--- src/verilog/dgsp_pkg.sv ---
// Constants for the dual GPIO / LCD segment port block
`default_nettype none

package dgsp_pkg;

	// Register indices as printed; byte address is four times the index
	localparam logic [15:0] IDX_FIRST_LATCH  = 16'hFFD9;
	localparam logic [15:0] IDX_FIRST_DIR    = 16'hFFE9;
	localparam logic [15:0] IDX_FIRST_PULLUP = 16'hFFE3;
	localparam logic [15:0] IDX_SECOND_LATCH = 16'hFFDA;
	localparam logic [15:0] IDX_SECOND_DIR   = 16'hFFEA;
	localparam logic [15:0] IDX_LCD_PIN_CTRL = 16'hFFF0;

	// Register widths and reset values
	localparam int          PORT_W       = 8;
	localparam int          SGS_W        = 4;
	localparam logic [7:0]  RST_LATCH    = 8'h00;
	localparam logic [7:0]  RST_DIR      = 8'h00;
	localparam logic [7:0]  RST_PULLUP   = 8'h00;
	localparam logic [3:0]  RST_SGS      = 4'h0;
	localparam logic [7:0]  WO_READ_BACK = 8'hFF;

	// Bus geometry
	localparam int          APB_ADDR_W   = 18;
	localparam int          IDX_LSB      = 2;

	// Operating modes reported by the power controller
	localparam logic [2:0]  MODE_ACTIVE    = 3'h0;
	localparam logic [2:0]  MODE_SUBACTIVE = 3'h1;
	localparam logic [2:0]  MODE_SLEEP     = 3'h2;
	localparam logic [2:0]  MODE_SUBSLEEP  = 3'h3;
	localparam logic [2:0]  MODE_WATCH     = 3'h4;
	localparam logic [2:0]  MODE_STANDBY   = 3'h5;

endpackage : dgsp_pkg

`default_nettype wire

--- src/verilog/dgsp_sync.sv ---
// Two flip-flop synchroniser for pin inputs
`default_nettype none

module dgsp_sync #(
	parameter int W = 8
) (
	// Clock and reset
	input  wire logic         pclk,
	input  wire logic         presetn,
	// Data
	input  wire logic [W-1:0] async_in,
	output logic      [W-1:0] sync_out
);

	logic [W-1:0] meta_reg;

	// First stage read only by the second stage
	always_ff @(posedge pclk or negedge presetn) begin
		if (!presetn) begin
			meta_reg <= '0;
			sync_out <= '0;
		end else begin
			meta_reg <= async_in;
			sync_out <= meta_reg;
		end
	end

endmodule : dgsp_sync

`default_nettype wire

--- src/verilog/dgsp_pin_stage.sv ---
// Registered pad drive stage with hold and standby handling
`default_nettype none

module dgsp_pin_stage #(
	parameter int W = 8
) (
	// Clock and reset
	input  wire logic         pclk,
	input  wire logic         presetn,
	// Mode qualifiers
	input  wire logic         standby,
	input  wire logic         hold,
	// Functional values
	input  wire logic [W-1:0] func_oe,
	input  wire logic [W-1:0] func_o,
	input  wire logic [W-1:0] func_pu,
	// Pad controls
	output logic      [W-1:0] pad_oe,
	output logic      [W-1:0] pad_o,
	output logic      [W-1:0] pad_pu
);

	logic [W-1:0] oe_next;
	logic [W-1:0] o_next;
	logic [W-1:0] pu_next;

	// Standby floats drivers but keeps pull-ups; hold freezes everything
	assign oe_next = standby ? '0 : (hold ? pad_oe : func_oe);
	assign o_next  = standby ? '0 : (hold ? pad_o : func_o);
	assign pu_next = standby ? func_pu : (hold ? pad_pu : func_pu);

	// Pads float from reset onward
	always_ff @(posedge pclk or negedge presetn) begin
		if (!presetn) begin
			pad_oe <= '0;
			pad_o  <= '0;
			pad_pu <= '0;
		end else begin
			pad_oe <= oe_next;
			pad_o  <= o_next;
			pad_pu <= pu_next;
		end
	end

endmodule : dgsp_pin_stage

`default_nettype wire

--- src/verilog/dgsp_port.sv ---
// Two 8-bit GPIO ports sharing pins with LCD segment outputs
`default_nettype none

module dgsp_port #(
	parameter int W = dgsp_pkg::PORT_W
) (
	// Clock and reset
	input  wire logic                            pclk,
	input  wire logic                            presetn,
	// APB slave
	input  wire logic                            psel,
	input  wire logic                            penable,
	input  wire logic                            pwrite,
	input  wire logic [dgsp_pkg::APB_ADDR_W-1:0] paddr,
	input  wire logic [31:0]                     pwdata,
	input  wire logic [3:0]                      pstrb,
	output logic      [31:0]                     prdata,
	output logic                                 pready,
	output logic                                 pslverr,
	// Power controller
	input  wire logic [2:0]                      pwr_mode,
	// LCD driver segment data
	input  wire logic [W-1:0]                    lcd_segment_output_first,
	input  wire logic [W-1:0]                    lcd_segment_output_second,
	// First port pads
	input  wire logic [W-1:0]                    first_port_pin_i,
	output logic      [W-1:0]                    first_port_pin_o,
	output logic      [W-1:0]                    first_port_pin_oe,
	output logic      [W-1:0]                    first_port_pin_pu,
	// Second port pads
	input  wire logic [W-1:0]                    second_port_pin_i,
	output logic      [W-1:0]                    second_port_pin_o,
	output logic      [W-1:0]                    second_port_pin_oe
);

	// Registers
	logic [W-1:0] first_port_latch_reg;
	logic [W-1:0] first_port_direction_reg;
	logic [W-1:0] first_port_pullup_ctrl_reg;
	logic [W-1:0] second_port_latch_reg;
	logic [W-1:0] second_port_direction_reg;
	logic [3:0]   segment_select_code_reg;
	logic [31:0]  rdata_reg;
	logic         slverr_reg;
	logic [31:0]  rdata_next;
	logic         slverr_next;

	// Synchronised pin levels
	logic [W-1:0] first_pin_sync;
	logic [W-1:0] second_pin_sync;

	// Address decode
	logic [15:0]  word_idx;
	logic         aligned;
	logic         hit_first_latch;
	logic         hit_first_dir;
	logic         hit_first_pu;
	logic         hit_second_latch;
	logic         hit_second_dir;
	logic         hit_sgs;
	logic         hit_any;
	logic         setup_phase;
	logic         wr_en;
	logic [W-1:0] wbyte;

	// Pin function
	logic         first_gpio;
	logic         second_gpio;
	logic         mode_standby;
	logic         mode_hold;
	logic [W-1:0] first_read_val;
	logic [W-1:0] second_read_val;
	logic [W-1:0] first_func_oe;
	logic [W-1:0] first_func_o;
	logic [W-1:0] first_func_pu;
	logic [W-1:0] second_func_oe;
	logic [W-1:0] second_func_o;

	// Word-index match on an aligned address
	function automatic logic reg_hit(input logic [15:0] idx, input logic [15:0] target,
		input logic ok);
		reg_hit = ok && (idx == target);
	endfunction : reg_hit

	// Decode of the APB request
	assign word_idx         = paddr[dgsp_pkg::APB_ADDR_W-1:dgsp_pkg::IDX_LSB];
	assign aligned          = (paddr[dgsp_pkg::IDX_LSB-1:0] == 2'h0);
	assign hit_first_latch  = reg_hit(word_idx, dgsp_pkg::IDX_FIRST_LATCH, aligned);
	assign hit_first_dir    = reg_hit(word_idx, dgsp_pkg::IDX_FIRST_DIR, aligned);
	assign hit_first_pu     = reg_hit(word_idx, dgsp_pkg::IDX_FIRST_PULLUP, aligned);
	assign hit_second_latch = reg_hit(word_idx, dgsp_pkg::IDX_SECOND_LATCH, aligned);
	assign hit_second_dir   = reg_hit(word_idx, dgsp_pkg::IDX_SECOND_DIR, aligned);
	assign hit_sgs          = reg_hit(word_idx, dgsp_pkg::IDX_LCD_PIN_CTRL, aligned);
	assign hit_any          = hit_first_latch | hit_first_dir | hit_first_pu |
	                          hit_second_latch | hit_second_dir | hit_sgs;
	assign setup_phase      = psel & ~penable;
	assign wr_en            = psel & penable & pwrite & pstrb[0] & hit_any;
	assign wbyte            = pwdata[W-1:0];

	// Zero-wait slave; data and error were captured in the setup cycle
	assign pready  = psel & penable;
	assign prdata  = rdata_reg;
	assign pslverr = slverr_reg;

	// Input synchronisers
	dgsp_sync #(
		.W (W)
	) u_sync_first (
		.pclk     (pclk),
		.presetn  (presetn),
		.async_in (first_port_pin_i),
		.sync_out (first_pin_sync)
	);

	dgsp_sync #(
		.W (W)
	) u_sync_second (
		.pclk     (pclk),
		.presetn  (presetn),
		.async_in (second_port_pin_i),
		.sync_out (second_pin_sync)
	);

	// Data reads mix latch and live pin per direction bit
	assign first_read_val  = (first_port_direction_reg & first_port_latch_reg) |
	                         (~first_port_direction_reg & first_pin_sync);
	assign second_read_val = (second_port_direction_reg & second_port_latch_reg) |
	                         (~second_port_direction_reg & second_pin_sync);

	// Read mux; direction registers are write-only
	always_comb begin
		rdata_next  = 32'h0000_0000;
		slverr_next = ~hit_any;
		if (hit_first_latch) begin
			rdata_next[W-1:0] = first_read_val;
		end else if (hit_first_dir) begin
			rdata_next[W-1:0] = dgsp_pkg::WO_READ_BACK;
		end else if (hit_first_pu) begin
			rdata_next[W-1:0] = first_port_pullup_ctrl_reg;
		end else if (hit_second_latch) begin
			rdata_next[W-1:0] = second_read_val;
		end else if (hit_second_dir) begin
			rdata_next[W-1:0] = dgsp_pkg::WO_READ_BACK;
		end else if (hit_sgs) begin
			rdata_next[3:0] = segment_select_code_reg;
		end
	end

	// Capture read answer during setup
	always_ff @(posedge pclk or negedge presetn) begin
		if (!presetn) begin
			rdata_reg  <= 32'h0000_0000;
			slverr_reg <= 1'b0;
		end else if (setup_phase) begin
			rdata_reg  <= pwrite ? 32'h0000_0000 : rdata_next;
			slverr_reg <= slverr_next;
		end
	end

	// First port registers
	always_ff @(posedge pclk or negedge presetn) begin
		if (!presetn) begin
			first_port_latch_reg       <= dgsp_pkg::RST_LATCH;
			first_port_direction_reg   <= dgsp_pkg::RST_DIR;
			first_port_pullup_ctrl_reg <= dgsp_pkg::RST_PULLUP;
		end else if (wr_en) begin
			if (hit_first_latch)
				first_port_latch_reg <= wbyte;
			if (hit_first_dir)
				first_port_direction_reg <= wbyte;
			if (hit_first_pu)
				first_port_pullup_ctrl_reg <= wbyte;
		end
	end

	// Second port and segment select registers
	always_ff @(posedge pclk or negedge presetn) begin
		if (!presetn) begin
			second_port_latch_reg     <= dgsp_pkg::RST_LATCH;
			second_port_direction_reg <= dgsp_pkg::RST_DIR;
			segment_select_code_reg   <= dgsp_pkg::RST_SGS;
		end else if (wr_en) begin
			if (hit_second_latch)
				second_port_latch_reg <= wbyte;
			if (hit_second_dir)
				second_port_direction_reg <= wbyte;
			if (hit_sgs)
				segment_select_code_reg <= pwdata[3:0];
		end
	end

	// GPIO versus segment per port
	assign first_gpio  = (segment_select_code_reg[3:2] == 2'b00) ||
	                     (segment_select_code_reg[3:1] == 3'b010);
	assign second_gpio = (segment_select_code_reg[3:2] == 2'b00);

	// Mode qualifiers
	assign mode_standby = (pwr_mode == dgsp_pkg::MODE_STANDBY);
	assign mode_hold    = (pwr_mode == dgsp_pkg::MODE_SLEEP) ||
	                      (pwr_mode == dgsp_pkg::MODE_SUBSLEEP) ||
	                      (pwr_mode == dgsp_pkg::MODE_WATCH);

	// First port functional drive and pull-up
	assign first_func_oe = first_gpio ? first_port_direction_reg : {W{1'b1}};
	assign first_func_o  = first_gpio ? first_port_latch_reg : lcd_segment_output_first;
	assign first_func_pu = {W{first_gpio}} & ~first_port_direction_reg &
	                       first_port_pullup_ctrl_reg;

	// Second port functional drive, settings only in GPIO mode
	assign second_func_oe = second_gpio ? second_port_direction_reg : {W{1'b1}};
	assign second_func_o  = second_gpio ? second_port_latch_reg :
	                        lcd_segment_output_second;

	// First port pad stage
	dgsp_pin_stage #(
		.W (W)
	) u_stage_first (
		.pclk    (pclk),
		.presetn (presetn),
		.standby (mode_standby),
		.hold    (mode_hold),
		.func_oe (first_func_oe),
		.func_o  (first_func_o),
		.func_pu (first_func_pu),
		.pad_oe  (first_port_pin_oe),
		.pad_o   (first_port_pin_o),
		.pad_pu  (first_port_pin_pu)
	);

	// Second port pad stage, no pull-ups on these pins
	dgsp_pin_stage #(
		.W (W)
	) u_stage_second (
		.pclk    (pclk),
		.presetn (presetn),
		.standby (mode_standby),
		.hold    (mode_hold),
		.func_oe (second_func_oe),
		.func_o  (second_func_o),
		.func_pu ({W{1'b0}}),
		.pad_oe  (second_port_pin_oe),
		.pad_o   (second_port_pin_o),
		.pad_pu  ()
	);

	// Checks on pad behaviour and register access
	logic run_mode;
	assign run_mode = (pwr_mode == dgsp_pkg::MODE_ACTIVE) ||
	                  (pwr_mode == dgsp_pkg::MODE_SUBACTIVE);

	property p_pullup_follows;
		@(posedge pclk) disable iff (!presetn)
		(run_mode && first_gpio) |=>
			(first_port_pin_pu == ($past(first_port_pullup_ctrl_reg) &
			~$past(first_port_direction_reg)));
	endproperty
	a_pullup_follows: assert property (p_pullup_follows)
		else $error("pull-up does not follow control bit");

	property p_pullup_off_out;
		@(posedge pclk) disable iff (!presetn)
		1'b1 |=> ((first_port_pin_pu & first_port_pin_oe) == '0);
	endproperty
	a_pullup_off_out: assert property (p_pullup_off_out)
		else $error("pull-up on while pin drives");

	property p_pullup_reset;
		@(posedge pclk) disable iff (!presetn)
		$rose(presetn) |-> (first_port_pullup_ctrl_reg == dgsp_pkg::RST_PULLUP);
	endproperty
	a_pullup_reset: assert property (p_pullup_reset)
		else $error("pull-up register not cleared by reset");

	property p_first_seg;
		@(posedge pclk) disable iff (!presetn)
		(run_mode && (segment_select_code_reg[3] ||
			segment_select_code_reg[3:1] == 3'b011)) |=>
			(first_port_pin_oe == {W{1'b1}}) &&
			(first_port_pin_o == $past(lcd_segment_output_first));
	endproperty
	a_first_seg: assert property (p_first_seg)
		else $error("first port not driving segments");

	property p_standby_float;
		@(posedge pclk) disable iff (!presetn)
		mode_standby |=> (first_port_pin_oe == '0) && (second_port_pin_oe == '0);
	endproperty
	a_standby_float: assert property (p_standby_float)
		else $error("pin driven in standby");

	property p_hold;
		@(posedge pclk) disable iff (!presetn)
		mode_hold[*2] |-> $stable(first_port_pin_oe) && $stable(second_port_pin_o);
	endproperty
	a_hold: assert property (p_hold)
		else $error("pins changed in a hold mode");

	property p_standby_pu;
		@(posedge pclk) disable iff (!presetn)
		mode_standby |=> (first_port_pin_pu == $past(first_func_pu));
	endproperty
	a_standby_pu: assert property (p_standby_pu)
		else $error("pull-up dropped in standby");

	property p_dir_reads_ones;
		@(posedge pclk) disable iff (!presetn)
		(pready && !pwrite && (hit_second_dir || hit_first_dir)) |->
			(prdata[W-1:0] == dgsp_pkg::WO_READ_BACK) && !pslverr;
	endproperty
	a_dir_reads_ones: assert property (p_dir_reads_ones)
		else $error("direction register read not all ones");

	property p_second_read;
		@(posedge pclk) disable iff (!presetn)
		(setup_phase && !pwrite && hit_second_latch) ##1 pready |->
			(prdata[W-1:0] == $past(second_read_val));
	endproperty
	a_second_read: assert property (p_second_read)
		else $error("second data read wrong");

	property p_second_seg;
		@(posedge pclk) disable iff (!presetn)
		(run_mode && !second_gpio) |=> (second_port_pin_oe == {W{1'b1}});
	endproperty
	a_second_seg: assert property (p_second_seg)
		else $error("second port not in segment drive");

	property p_unmapped;
		@(posedge pclk) disable iff (!presetn)
		(setup_phase && !hit_any) ##1 pready |-> pslverr;
	endproperty
	a_unmapped: assert property (p_unmapped)
		else $error("unmapped access not flagged");

	// Main scenarios
	c_first_seg: cover property (@(posedge pclk) disable iff (!presetn)
		run_mode && !first_gpio);
	c_standby_pu: cover property (@(posedge pclk) disable iff (!presetn)
		mode_standby && (first_func_pu != '0));
	c_dir_write: cover property (@(posedge pclk) disable iff (!presetn)
		wr_en && hit_second_dir);

endmodule : dgsp_port

`default_nettype wire

--- config.mk ---
export PLATFORM = sky130hd
export DESIGN_NAME = dgsp_port
export DESIGN_NICKNAME = d
export VERILOG_FILES = /design/src/verilog/dgsp_pkg.sv /design/src/verilog/dgsp_sync.sv /design/src/verilog/dgsp_pin_stage.sv /design/src/verilog/dgsp_port.sv
export SDC_FILE = /design/constraint.sdc
export NUM_CORES = 1
export LEC_CHECK = 0
export ABC_AREA = 0
export CAP_MARGIN = 0
export CORE_UTILIZATION = 50
export CTS_BUF_LIST = sky130_fd_sc_hd__clkbuf_4
export CTS_CLUSTER_SIZE = 25
export DETAILED_ROUTE_END_ITERATION = 7
export DONT_BUFFER_PORTS = 1
export GPL_TIMING_DRIVEN = 0
export PLACE_DENSITY = 0.76
export SLEW_MARGIN = 30
export SYNTH_ARGS = -nofsm -noshare
export SYNTH_HDL_FRONTEND = slang
export SYNTH_SLANG_ARGS = --single-unit
--- constraint.sdc ---
create_clock -name pclk -period 2.85 [get_ports pclk]
set_input_delay 0.285 -clock pclk [delete_from_list [all_inputs] [get_ports pclk]]
set_output_delay 0.285 -clock pclk [all_outputs]
set_load 0.05 [all_outputs]
# --- Word level (Yosys, flattened, before mapping) ---
# Cells that the tools add are included.
op_classes:
  n_eq_ne: 12
  bitwise_logic: 22
  reduce_logical: 17
  mux: 22
op_table:
  columns: ["operator", "n"]
  rows:
  - ["8-bit 2-to-1 mux", 19]
  - ["16-bit equality test, second input constant", 6]
  - ["8-bit bitwise AND", 6]
  - ["8-bit NOT", 2]
  - ["8-bit bitwise OR", 2]
  - ["4-bit 2-to-1 mux", 3]
  - ["2-bit AND reduction", 6]
  - ["3-bit by 2-bit equality test with 1-bit output, second input constant", 3]
  - ["3-bit equality test, second input constant", 2]
  - ["1-bit logical AND", 6]
  - ["1-bit bitwise AND", 5]
  - ["1-bit bitwise OR", 5]
  - ["2-bit logical NOT", 2]
  - ["1-bit logical OR", 3]
  - ["2-bit by 1-bit != test with 1-bit output, second input constant", 1]
  - ["1-bit NOT", 2]
totals:
  ff_bits: 149
  inputBits: 94
  out_inout_bits: 74
  word_cells: 90

# --- Depth between registers and ports, before layout ---
depth:
  ltp_word: 9
  mapped_depth: 7
  mapped_depth_nobuf: 5

# --- Hierarchy ---
# From an unflattened synthesis, not the netlist that was laid out.
hier_totals:
  hier_cells: 502
  hier_area_um2: 6054.6
modules_own_cells:
  columns: ["module", "instances", "cells_per_inst", "area_per_inst_um2", "seq_area_each_um2"]
  rows:
  - ["dgsp_port", 1, 330, 3254.4, 1326.3]
  - ["dgsp_pin_stage", 2, 70, 999.7, 600.6]
  - ["dgsp_sync", 2, 16, 400.4, 400.4]

# --- Least setup slack after synthesis ---
# No wires, ideal clock.
synth_path:
  kind: "input-to-reg"
  startpoint: "input penable"
  endpoint: "register second_port_direction_reg[0]"
  stages: 6
  n_path_buf: 1
  t_arrival_ps: 1834
  setup_ps: 125
  t_required_ps: 2725
  path_slack_ps: 891
  cell_sequence: "and2_1 and3_1 clkbuf_1 and3_1 nand2_1 mux2_2"
synth_between:
  elab_chain_len: 5
synth_rtl:
  columns: ["element", "line_no", "source"]
  rows:
  - ["start: declaration", "dgsp_port.sv:12", "input wire logic penable,"]
  - ["1-bit bitwise AND (4 in series)", "dgsp_port.sv:97", "assign wr_en = psel & penable & pwrite & pstrb[0] & hit_any;"]
  - ["2-bit AND reduction (no source line)", null, null]
  - ["end signal: assignment", "dgsp_port.sv:180", "second_port_direction_reg <= dgsp_pkg::RST_DIR;"]
  - ["end signal: assignment", "dgsp_port.sv:186", "second_port_direction_reg <= wbyte;"]
  - ["end: declaration", "dgsp_port.sv:41", "logic [W-1:0] second_port_direction_reg;"]
# Every way passes these cells.
# A chain may end at the register's enable or synchronous reset.

# --- Worst setup path in the final report ---
layout_path:
  startpoint: "register segment_select_code_reg[1]"
  endpoint: "register u_stage_first.pad_o[5]"
layout_between:
  elab_chain_len: 5
layout_rtl:
  columns: ["element", "line_no", "source"]
  rows:
  - ["start: declaration", "dgsp_port.sv:42", "logic [3:0] segment_select_code_reg;"]
  - ["start signal: assignment", "dgsp_port.sv:181", "segment_select_code_reg <= dgsp_pkg::RST_SGS;"]
  - ["start signal: assignment", "dgsp_port.sv:188", "segment_select_code_reg <= pwdata[3:0];"]
  - ["3-bit by 2-bit equality test with 1-bit output", "dgsp_port.sv:194", "(segment_select_code_reg[3:1] == 3'b010);"]
  - ["1-bit logical OR", "dgsp_port.sv:193", "assign first_gpio = (segment_select_code_reg[3:2] == 2'b00) ||"]
  - ["8-bit 2-to-1 mux", "dgsp_port.sv:205", "assign first_func_o = first_gpio ? first_port_latch_reg : lcd_segment_output_first;"]
  - ["8-bit 2-to-1 mux (2 in series)", "dgsp_pin_stage.sv:29", "assign o_next = standby ? '0 : (hold ? pad_o : func_o);"]
  - ["end signal: assignment", "dgsp_pin_stage.sv:40", "pad_o <= o_next;"]
  - ["end: declaration", "dgsp_pin_stage.sv:19", "output logic [W-1:0] pad_o,"]
# Every way passes these cells. The select of a mux whose other input is x is not followed.

==> qor.yml <==
clock_network:
  postCtsResizedCells: 0
  postCtsSetupBuffers: 0
  cts.sinks: 125
  clk_pin_slew_ns: 0.11
  cts_tree: "built"
  htreeDepth: 4
  cts_buffer_depth: 2
  ctsHoldBuffers: 40
  worst_skew_pair.late_latency_ns: 0.53
  root_buffer: "clkbuf_4"
  cts_buffers: 17
critical_path:
  startpoint_type: "flip-flop"
  ff2ff_path_depth: 5
  slowest_delay_ns: 0.55
  crit_fanout: 10
  r2r_end: "u_stage_first.pad_o[5]"
  crit_path_end_kind: "flip-flop"
  path_class: "flip-flop to flip-flop"
  crit_top_cell: "clkbuf_1"
  crit_slowest_cell: "clkbuf_1"
  crit_chain: "a21o_1 > clkbuf_1 > clkbuf_1 > mux2i_1 > o21ai_0"
  arrival_ns: 2.42
  rr_startpoint: "segment_select_code_reg[1]"
  cp_data_required_time_ns: 3.23
  r2r_slack_ns: 0.81
sta:
  tightestPinTransition_ns: 0.726
  hold_viol_final: 125
  rsz0062_at_grt: "no"
  setup_viol: 0
  fin_crit_sh: 0.714
  skew_ns: 0.0170
  relSlewSlack: 0.516
  fmax_mhz: 491
  tns_ns: 0
  whs_ns: -0.557
  min_period_ns: 2.04
  maxSlewViolCount: 0
finish:
  n_fill_cell: 845
  instances_no_fill: 669
  utilization: 0.601
  seq_area_sq_mm: 0.00313
  multi_input_area_sq_mm: 0.00198
  fin_nets: 614
  area_growth_pct: 16.8
  layout-drive-gt1-share: 0.216
placement:
  io_buffers: 0
  post-dp-hpwl_microns: 8560
  dp_cells: 597
  place.gp.congestion: 0.852
route:
  antenna_left: 0
  drc: 0
  firstDrtPassIters: 7
  route.vias.total: 3675
  wl_per_cell_microns: 18.5
  drtIter0Drc: 247
  viasPerCell: 5.49
  routed_wl_microns: 12400
global_routing:
  grt_use_total: 0.239
  grt_remaining_overflow: 0
  antenna_found_initial: 0
  grt_start_max_net_pins: 126
  grt_pass1_vias: 3739
  grt_first_pass_wirelength_microns: 19600
die:
  dieArea_sq_mm: 0.0110
  ioPinCount: 168
  core_sq_mm: 0.0103
  die_w_microns: 105
  rows: 37
  start_util: 0.514
  chipHeight_microns: 105
synth:
  yosysMostFrequentCell: "dfrtp_1"
  netlist_area_sq_mm: 0.00529
  synth_commonest_cells: "dfrtp_1 (125), nand2_1 (57), mux2_2 (41)"
  yosysWarnings: 0
  async_reset_ff_frac: 1.00
  syn_inst: 438
  ys_seq_area_frac: 0.592
  synth_top_area_cell: "dfrtp_1"
  synthFlopType: "dfrtp_1"
  netlist.area_leader.share: 0.592
  synthTopCellsByArea: "dfrtp_1 (59%), mux2_2 (8.7%), mux2i_1 (5.3%), nand2_1 (4.0%), o21ai_0 (3.8%)"
  synth_cell_types: 39
  synth-seq-cells: 125
  synth_area_per_cell_sq_um: 12.1
  synth-edff-count: 0
flow_run:
  cap_viol_max_count: 0
status:
  status: "complete, but fails checks"
  violations: "negative hold slack"
pwr:
  power.static_leakage_nw: 2.84
  totalPowerFinal_w: 0.00308
  vdd_drop_max_mv: 0.295
  powerDensity_mw_per_mm2: 499
hold_path:
  min_path_type: "input port to asynchronous set/reset pin"
==> power by group <==
group          switching [W]  internal (W)
Combinational       0.000148     0.0000821
Sequential         0.0000138       0.00180
Clock               0.000600      0.000436
Total               0.000762       0.00231
==> critical path: cells and delay by family, from the launching register on <==
kind	cells	cell delay [ns]
buffers and inverters	2	1.00
flip-flops	1	0.41
multiplexers	1	0.25
AO/OA/AOI/OAI	2	0.24
==> through the flow <==
stage	area [sq um]	setup WS, ns
floorplan	5370	0.891
finish	6170	0.815
CTS	6170	0.912
global route	6170	0.740
global placement	5540	0.616
detailed placement	5540	0.600
==> cell type report <==
type	instances	share of cell area
flip-flops and latches	125	0.507
multi-input cells	292	0.321
repair buffers	40	0.0649
plain buffers	44	0.0426
well taps	136	0.0276
clock buffers	20	0.0243
clock inverters	11	0.0126
diodes	1	0.000405
==> cell usage in the layout, fill, tap and decap left out, types with 2 or more instances in the layout <==
cell type | Yosys | routed
a21o_1 | 2 | 2
nand4_1 | 2 | 2
clkinv_2 | 0 | 5
buf_4 | 25 | 25
a221o_1 | 4 | 4
a31oi_1 | 12 | 12
nand2_1 | 57 | 57
clkinv_1 | 0 | 4
nand2b_1 | 5 | 5
dlygate4sd3_1 | 0 | 40
mux2_4 | 8 | 8
conb_1 | 1 | 24
o21ai_0 | 40 | 40
clkbuf_4 | 0 | 20
a21oi_1 | 12 | 12
clkbuf_1 | 16 | 16
and2_1 | 2 | 2
dfrtp_1 | 125 | 125
a221oi_1 | 4 | 4
mux2_2 | 41 | 41
a22oi_1 | 4 | 4
or2_2 | 2 | 2
buf_2 | 3 | 3
mux2i_1 | 28 | 28
nor2_1 | 19 | 19
nand3_1 | 6 | 6
and3_1 | 4 | 4
==> routing by layer <==
metal  GRT usage  share of wire
met1       0.288           0.40
met2       0.379           0.49
met3      0.0948          0.086
met4       0.109          0.026
met5           0              0
==> cells by family (layout without fill, tap and decap cells) <==
logic type / Yosys count / in the layout / synth area share
compound gates: 81 / 81 / 0.0909
xor+xnor: 1 / 1 / 0.00166
buf+inv: 44 / 115 / 0.0497
flops: 125 / 125 / 0.592
mux: 77 / 77 / 0.163
other cells: 1 / 25 / 0.000710
simple gates: 109 / 109 / 0.102
==> worst max path at each step <==
stage,from,endpoint,slack (ns),cells past startpoint
floorplan,penable,second_port_direction_reg[0],0.89,6
global placement,penable,second_port_direction_reg[4],0.62,6
detailed placement,penable,second_port_direction_reg[5],0.60,6
CTS,segment_select_code_reg[1],u_stage_first.pad_o[5],0.91,5
global route,segment_select_code_reg[1],u_stage_first.pad_o[5],0.74,5
finish,segment_select_code_reg[1],u_stage_first.pad_o[5],0.81,5
Power figures use the tool's default switching activity.
